File: src/design/pmc_pkg.sv
// Package with constants and types of the power mode and emulation controller
// Notes on behaviour
// - Input clock halved before internal timing
// - Idle halts core, peripherals keep running
// - Idle leaves RAM and registers untouched
// - Enabled interrupt or reset ends Idle
// - Reset out of Idle blocks RAM writes
// - Idle drives both strobes high
// - Power Down drives both strobes low
// - Power Down stops oscillator after instruction
// - Power Down keeps RAM and registers
// - Only reset ends Power Down
// - Address strobe low at release enters emulation
// - Emulation floats port 0, pulls others weakly
// - Ordinary reset ends emulation mode
// - Reset needs two machine cycles high
package pmc_pkg;
  // Divided clock phases in one machine cycle
  localparam int unsigned MC_PHASES = 6;
  // Machine cycles that the reset pin must stay high
  localparam int unsigned RST_MC = 2;
  // Width of the phase counter
  localparam int unsigned PH_W = 3;
  // Width of the reset cycle counter
  localparam int unsigned RC_W = 2;
  // Reset values
  localparam logic [7:0] PORT_RST = 8'hff;
  localparam logic [RC_W-1:0] RC_RST = 2'h0;
  localparam logic [PH_W-1:0] PH_RST = 3'h0;

  // Operating modes, Gray coded along run, idle, power down, emulation
  typedef enum logic [1:0] {
    PMC_RUN = 2'b00,
    PMC_IDLE = 2'b01,
    PMC_PDOWN = 2'b11,
    PMC_ONCE = 2'b10
  } pmc_mode_e;
endpackage : pmc_pkg

File: src/design/pmc_clk_if.sv
// Interface carrying clock enables between the clock divider and the controller
`timescale 1ns/1ps
interface pmc_clk_if;
  logic osc_run; // Oscillator allowed to run
  logic phase_en; // One pulse per divided clock period
  logic mc_en; // One pulse per machine cycle
  modport gen (input osc_run, output phase_en, output mc_en);
  modport use_side (output osc_run, input phase_en, input mc_en);
endinterface : pmc_clk_if

File: src/design/pmc_clkgen.sv
// Divide-by-two stage and machine cycle enable generator
`timescale 1ns/1ps
module pmc_clkgen
  import pmc_pkg::*;
(
  input wire logic clk,
  input wire logic rstn,
  pmc_clk_if.gen ck
);
  logic div2; // Divide-by-two flip-flop
  logic next_div2;
  logic [PH_W-1:0] phase; // Phase within the machine cycle
  logic [PH_W-1:0] next_phase;
  logic phase_en; // Registered phase enable
  logic next_phase_en;
  logic mc_en; // Registered machine cycle enable
  logic next_mc_en;

  // Next values: only the halved clock advances timing, so duty cycle is irrelevant
  always_comb begin
    next_div2 = div2;
    next_phase = phase;
    next_phase_en = 1'b0;
    next_mc_en = 1'b0;
    if (ck.osc_run) begin
      next_div2 = ~div2;
      if (div2) begin
        next_phase_en = 1'b1;
        if (phase == PH_W'(MC_PHASES - 1)) begin
          next_phase = PH_RST;
          next_mc_en = 1'b1;
        end else begin
          next_phase = phase + 1'b1;
        end
      end
    end
  end

  // Register the divider state
  always_ff @(posedge clk or negedge rstn) begin
    if (!rstn) begin
      div2 <= 1'b0;
      phase <= PH_RST;
      phase_en <= 1'b0;
      mc_en <= 1'b0;
    end else begin
      div2 <= next_div2;
      phase <= next_phase;
      phase_en <= next_phase_en;
      mc_en <= next_mc_en;
    end
  end

  assign ck.phase_en = phase_en;
  assign ck.mc_en = mc_en;
endmodule : pmc_clkgen

File: src/design/pmc_top.sv
// Power mode, reset recognition and emulation mode controller
`timescale 1ns/1ps
module pmc_top
  import pmc_pkg::*;
(
  input wire logic clk,
  input wire logic rstn,
  input wire logic reset_pin,
  input wire logic idle_req,
  input wire logic pd_req,
  input wire logic instr_done,
  input wire logic irq_pending,
  input wire logic ext_prog,
  input wire logic core_ale,
  input wire logic core_store,
  input wire logic [7:0] core_p0,
  input wire logic core_p0_oe_n,
  input wire logic [7:0] core_p2,
  input wire logic [7:0] p2_addr,
  input wire logic ale_in,
  output logic cpu_run,
  output logic periph_run,
  output logic osc_run,
  output logic ram_wr_block,
  output logic sys_reset,
  output logic once_mode,
  output logic ale_out,
  output logic ale_oe_n,
  output logic program_store_strobe,
  output logic store_oe_n,
  output logic [7:0] p0_out,
  output logic p0_oe_n,
  output logic [7:0] p2_out,
  output logic port_weak
);
  pmc_clk_if ck ();

  pmc_mode_e mode; // Current operating mode
  pmc_mode_e next_mode;
  logic in_rst; // Internal reset held
  logic next_in_rst;
  logic [RC_W-1:0] rst_cnt; // Machine cycles seen with reset pin high
  logic [RC_W-1:0] next_rst_cnt;
  logic idle_pend; // Idle requested, waiting for instruction end
  logic next_idle_pend;
  logic pd_pend; // Power Down requested, waiting for instruction end
  logic next_pd_pend;
  logic next_cpu_run, next_periph_run, next_osc_run, next_ram_wr_block;
  logic next_ale_out, next_ale_oe_n, next_store, next_store_oe_n;
  logic [7:0] next_p0_out, next_p2_out;
  logic next_p0_oe_n, next_port_weak;

  // Divider for the internal clock enables
  pmc_clkgen u_clkgen (
    .clk(clk),
    .rstn(rstn),
    .ck(ck)
  );

  assign ck.osc_run = osc_run;

  // Mode, reset recognition and pin state decisions
  always_comb begin
    next_mode = mode;
    next_in_rst = in_rst;
    next_rst_cnt = rst_cnt;
    next_idle_pend = idle_pend | idle_req;
    next_pd_pend = pd_pend | pd_req;
    // Reset pin qualification over whole machine cycles
    if (!reset_pin) begin
      next_rst_cnt = RC_RST;
    end else if (!in_rst && ck.mc_en) begin
      if (rst_cnt == RC_W'(RST_MC - 1)) begin
        next_in_rst = 1'b1;
        next_mode = PMC_RUN;
      end else begin
        next_rst_cnt = rst_cnt + 1'b1;
      end
    end
    if (in_rst) begin
      next_idle_pend = 1'b0;
      next_pd_pend = 1'b0;
      if (!reset_pin) begin
        // Release: address strobe held low with store strobe high picks emulation
        next_in_rst = 1'b0;
        next_mode = (!ale_in && program_store_strobe) ? PMC_ONCE : PMC_RUN;
      end
    end else if (!next_in_rst) begin
      // A reset being taken wins over any mode change in the same cycle
      unique case (mode)
        PMC_RUN: begin
          // Enter a requested mode once the requesting instruction ends
          // A request raised in the entry cycle itself is kept pending
          if (instr_done && pd_pend) begin
            next_mode = PMC_PDOWN;
            next_pd_pend = pd_req;
            next_idle_pend = idle_req;
          end else if (instr_done && idle_pend) begin
            next_mode = PMC_IDLE;
            next_idle_pend = idle_req;
          end
        end
        PMC_IDLE: begin
          // Any enabled interrupt wakes the core
          if (irq_pending) begin
            next_mode = PMC_RUN;
          end
        end
        PMC_PDOWN: begin
          // Interrupts are ignored; only a qualified reset leaves
          next_mode = PMC_PDOWN;
        end
        PMC_ONCE: begin
          // Stays until an ordinary reset
          next_mode = PMC_ONCE;
        end
      endcase
    end
  end

  // Output pin and enable decisions
  always_comb begin
    next_cpu_run = 1'b1;
    next_periph_run = 1'b1;
    next_osc_run = 1'b1;
    next_ram_wr_block = 1'b0;
    next_ale_out = core_ale;
    next_ale_oe_n = 1'b0;
    next_store = core_store;
    next_store_oe_n = 1'b0;
    next_p0_out = core_p0;
    next_p0_oe_n = core_p0_oe_n;
    next_p2_out = core_p2;
    next_port_weak = 1'b0;
    if (in_rst || next_in_rst) begin
      // Under reset the core is held and the address strobe is released for strapping
      next_cpu_run = 1'b0;
      next_ale_out = 1'b1;
      next_ale_oe_n = 1'b1;
      next_store = 1'b1;
      next_p0_out = PORT_RST;
      next_p0_oe_n = 1'b1;
      next_p2_out = PORT_RST;
    end else begin
      unique case (mode)
        PMC_RUN: begin
          // Normal operation passes the core outputs through
          next_cpu_run = 1'b1;
        end
        PMC_IDLE: begin
          // Core frozen so RAM and registers keep their values
          next_cpu_run = 1'b0;
          next_ale_out = 1'b1;
          next_store = 1'b1;
          if (ext_prog) begin
            next_p0_oe_n = 1'b1;
            next_p2_out = p2_addr;
          end
          if (reset_pin) begin
            // Reset pending: core may run on, but RAM writes are barred
            next_cpu_run = 1'b1;
            next_ram_wr_block = 1'b1;
          end
        end
        PMC_PDOWN: begin
          // Oscillator and everything behind it stop; state is frozen
          next_cpu_run = 1'b0;
          next_periph_run = 1'b0;
          next_osc_run = reset_pin;
          next_ale_out = 1'b0;
          next_store = 1'b0;
          if (ext_prog) begin
            next_p0_oe_n = 1'b1;
          end
        end
        PMC_ONCE: begin
          // Pins handed over to an emulator; oscillator keeps running
          next_cpu_run = 1'b0;
          next_ale_out = 1'b1;
          next_ale_oe_n = 1'b1;
          next_store = 1'b1;
          next_store_oe_n = 1'b1;
          next_p0_oe_n = 1'b1;
          next_port_weak = 1'b1;
        end
      endcase
    end
  end

  // Register state and outputs
  always_ff @(posedge clk or negedge rstn) begin
    if (!rstn) begin
      mode <= PMC_RUN;
      in_rst <= 1'b1;
      rst_cnt <= RC_RST;
      idle_pend <= 1'b0;
      pd_pend <= 1'b0;
      cpu_run <= 1'b0;
      periph_run <= 1'b1;
      osc_run <= 1'b1;
      ram_wr_block <= 1'b0;
      sys_reset <= 1'b1;
      once_mode <= 1'b0;
      ale_out <= 1'b1;
      ale_oe_n <= 1'b1;
      program_store_strobe <= 1'b1;
      store_oe_n <= 1'b0;
      p0_out <= PORT_RST;
      p0_oe_n <= 1'b1;
      p2_out <= PORT_RST;
      port_weak <= 1'b0;
    end else begin
      mode <= next_mode;
      in_rst <= next_in_rst;
      rst_cnt <= next_rst_cnt;
      idle_pend <= next_idle_pend;
      pd_pend <= next_pd_pend;
      cpu_run <= next_cpu_run;
      periph_run <= next_periph_run;
      osc_run <= next_osc_run;
      ram_wr_block <= next_ram_wr_block;
      sys_reset <= next_in_rst;
      once_mode <= (next_mode == PMC_ONCE);
      ale_out <= next_ale_out;
      ale_oe_n <= next_ale_oe_n;
      program_store_strobe <= next_store;
      store_oe_n <= next_store_oe_n;
      p0_out <= next_p0_out;
      p0_oe_n <= next_p0_oe_n;
      p2_out <= next_p2_out;
      port_weak <= next_port_weak;
    end
  end
endmodule : pmc_top

File: config.mk
export PLATFORM = sky130hd
export DESIGN_NAME = pmc_top
export DESIGN_NICKNAME = d
export VERILOG_FILES = /design/src/design/pmc_pkg.sv /design/src/design/pmc_clk_if.sv /design/src/design/pmc_clkgen.sv /design/src/design/pmc_top.sv
export SDC_FILE = /design/constraint.sdc
export NUM_CORES = 1
export LEC_CHECK = 0
export ABC_AREA = 1
export ABC_CLOCK_PERIOD_IN_PS = 1500
export BUFFER_PORTS_ARGS = -buffer_cell sky130_fd_sc_hd__buf_2
export CORE_ASPECT_RATIO = 2
export CORE_UTILIZATION = 35
export CTS_CLUSTER_DIAMETER = 150
export DETAILED_ROUTE_END_ITERATION = 6
export PLACE_DENSITY = 0.63
export SYNTH_ARGS = -nofsm -noshare
export SYNTH_HDL_FRONTEND = slang
export SYNTH_SLANG_ARGS = --single-unit
File: constraint.sdc
create_clock -name clk -period 1.5 [get_ports clk]
set_input_delay 0.45 -clock clk [delete_from_list [all_inputs] [get_ports clk]]
set_output_delay 0.45 -clock clk [all_outputs]
set_load 0.02 [all_outputs]
==> flow_metrics.env <==
export IMPL_n_antenna_cell=0
export IMPL_clk_latency_ns=0.29
export IMPL_cts_path_max_buffers=2
export IMPL_area_growth_pct=35.8
export IMPL_wl_um=3630
export IMPL_crit_chain="buf_2"
export IMPL_yosys_warnings=0
export IMPL_clkSinkCount=38
export IMPL_timing_fmax_mhz=686
export IMPL_syn_nets=211
export IMPL_initial_core_util=0.362
export IMPL_async_reset_ff_frac=1.00
export IMPL_cp_start_kind="flop"
export IMPL_crit_arrival_ns=1.01
export IMPL_layout_common_cells="buf_2 (63), nand2_1 (27), nand3_1 (25)"
export IMPL_hold_violations=0
export IMPL_r2r_setup_slack_ns=0.06
export IMPL_ys_types=21
export IMPL_fp_row_count=35
export IMPL_hold_ws_ns=0.0551
export IMPL_wire_per_inst_um=12.1
export IMPL_synth_top_area_cell="dfstp_2"
export IMPL_peakVddDrop_uv=1060
export IMPL_die_w_um=50.5
export IMPL_ys_flop_type="dfstp_2"
export IMPL_gp_congestion=0.878
export IMPL_vias=1416
export IMPL_stdcell_area_um2=2240
export IMPL_drtIter0Drc=24
export IMPL_layout_commonest_cell="buf_2"
export IMPL_drive_above_1_share=0.482
export IMPL_grt_pass1_vias=1342
export IMPL_drc=0
export IMPL_ys_seq_area_frac=0.594
export IMPL_synth_seq_cells=38
export IMPL_numPortBuffers=63
export IMPL_p_per_area_nw_per_um2=1940
export IMPL_grt_pass1_wl_um=5980
export IMPL_core_um2=4550
export IMPL_antenna_found_initial=0
export IMPL_io_pins=64
export IMPL_synth_avg_cell_area_um2=9.76
export IMPL_period_share=0.971
export IMPL_min_period_ns=1.46
export IMPL_skew_ns=0.00747
export IMPL_leakage_nw=1.15
export IMPL_crit_buf_inv=1
export IMPL_cp_slowest_stage_delay_ns=0.56
export IMPL_p_total_mw=4.34
export IMPL_drtAntennaViolNets=0
export IMPL_synthCells=169
export IMPL_slew_headroom=0.759
export IMPL_dpl_hpwl_um=2800
export IMPL_placed_cell_area_um2=2060
export IMPL_grt_max_degree=25
export IMPL_criticalPathCategory="flop to output pin"
export IMPL_grtUsageTotal=0.162
export IMPL_status="complete, no violations"
export IMPL_cts_hold_buf=0
export IMPL_synth_area_top_cells="dfstp_2 (37%), dfrtp_1 (23%), nand3_1 (7.6%), nand2_1 (6.4%), ha_1 (4.6%)"
export IMPL_r2r_start="mode[1]"
export IMPL_rsz0062_at_grt="yes"
export IMPL_dieArea_um2=5010
export IMPL_r2r_end="once_mode"
export IMPL_cts_tree="built"
export IMPL_drv_cap=0
export IMPL_setup_viol=0
export IMPL_cpMaxStageDelayCell="dfstp_2"
export IMPL_netlist_area_um2=1650
export IMPL_drv_slew=0
export IMPL_path_delay_family="flip-flops"
export IMPL_endpoint_kind="output pin"
export IMPL_synth_top_cell_area_share=0.366
export IMPL_cts_buffers=5
export IMPL_drt_pass1_iter_count=4
export IMPL_die_h_um=99.1
export IMPL_crit_required_ns=1.05
export IMPL_cts_root_buf="clkbuf_8"
export IMPL_via_per_inst=4.72
export IMPL_r2r_cells=9
export IMPL_hold_class="input port to asynchronous set/reset pin"
export IMPL_htree_levels=2
export IMPL_synth_edf_count=0
export IMPL_cts_clk_slew_worst_paths_ns=0.08
export IMPL_grt_overflow=0
export IMPL_tightestPinTransition_ns=0.361
export IMPL_finalNetCount=286
export IMPL_cp_max_fo=4
final cells by class:
type / count / area, um2
Sequential cell: 38 / 980
Timing Repair Buffer: 74 / 410
Inverter: 18 / 67.6
Multi-Input combinational cell: 107 / 581
Clock buffer: 8 / 133
Tap cell: 55 / 68.8
Fill cell: 468 / 2310
cells in the mapped netlist (2+ instances only):
cell     instances
buf_6            2
inv_1           15
a21oi_1         11
buf_2            3
nand2_1         28
nor2_1          14
ha_1             6
o21ai_0          8
dfrtp_1         15
or2_1            8
inv_2            3
nand3_1         25
dfstp_2         23
worst max-delay path by stage:
stage | start | endpoint | depth (start not counted)
3_5_place_dp | mode[1] | once_mode | 9
4_1_cts | osc_run | osc_run | 1
3_3_place_gp | mode[1] | once_mode | 9
2_1_floorplan | mode[1] | once_mode | 9
5_1_grt | rst_cnt[1] | once_mode | 11
6_report | osc_run | osc_run | 1
metal layers:
layer,GRT usage,part of all wire,vias to the layer above
li1,-,-,689
met1,0.168,0.36,656
met2,0.273,0.54,54
met3,0.0370,0.052,17
met4,0.120,0.049,0
met5,0,0,-
per-stage QoR:
step | TNS, ns | utilization | worst slack (ns) | std cells
after floorplan | 0 | - | 0.0464 | 169
after global placement | 0 | 0.452 | 0.0533 | 289
after detailed placement | -0.00288 | 0.452 | -0.00288 | 289
after CTS | 0 | 0.487 | 0.0285 | 300
after global routing | -0.0250 | 0.492 | -0.0250 | 300
final | 0 | 0.492 | 0.0431 | 300
report_power, final:
part | internal [mW] | switching, mW
logic | 0.704 | 1.07
registers | 1.47 | 0.158
clock network | 0.575 | 0.360
total | 2.75 | 1.59
timing repair:
action	CTS	global route
buffers inserted	3	0
endpoints found under the setup margin	2	6
gates cloned	0	0
gates resized for setup	1	7
pin swaps	0	1
kinds of logic after synthesis:
| logic type | after synthesis | share of synthesized area |
|---|---|---|
| flip-flops | 38 | 0.594 |
| XOR/XNOR | 1 | 0.00531 |
| adder cells (fa/ha/maj) | 6 | 0.0455 |
| buffers and inverters | 24 | 0.0683 |
| AO/OA/AOI/OAI | 21 | 0.0675 |
| AND/OR/NAND/NOR | 79 | 0.219 |
registers in the layout (all words and copies together) (netlist names), 2 cells and up:
signal,flops
p2_out,8
rst_cnt,2
u_clkgen.phase,3
p0_out,8
mode,2
(Power assumes the default switching activity.)
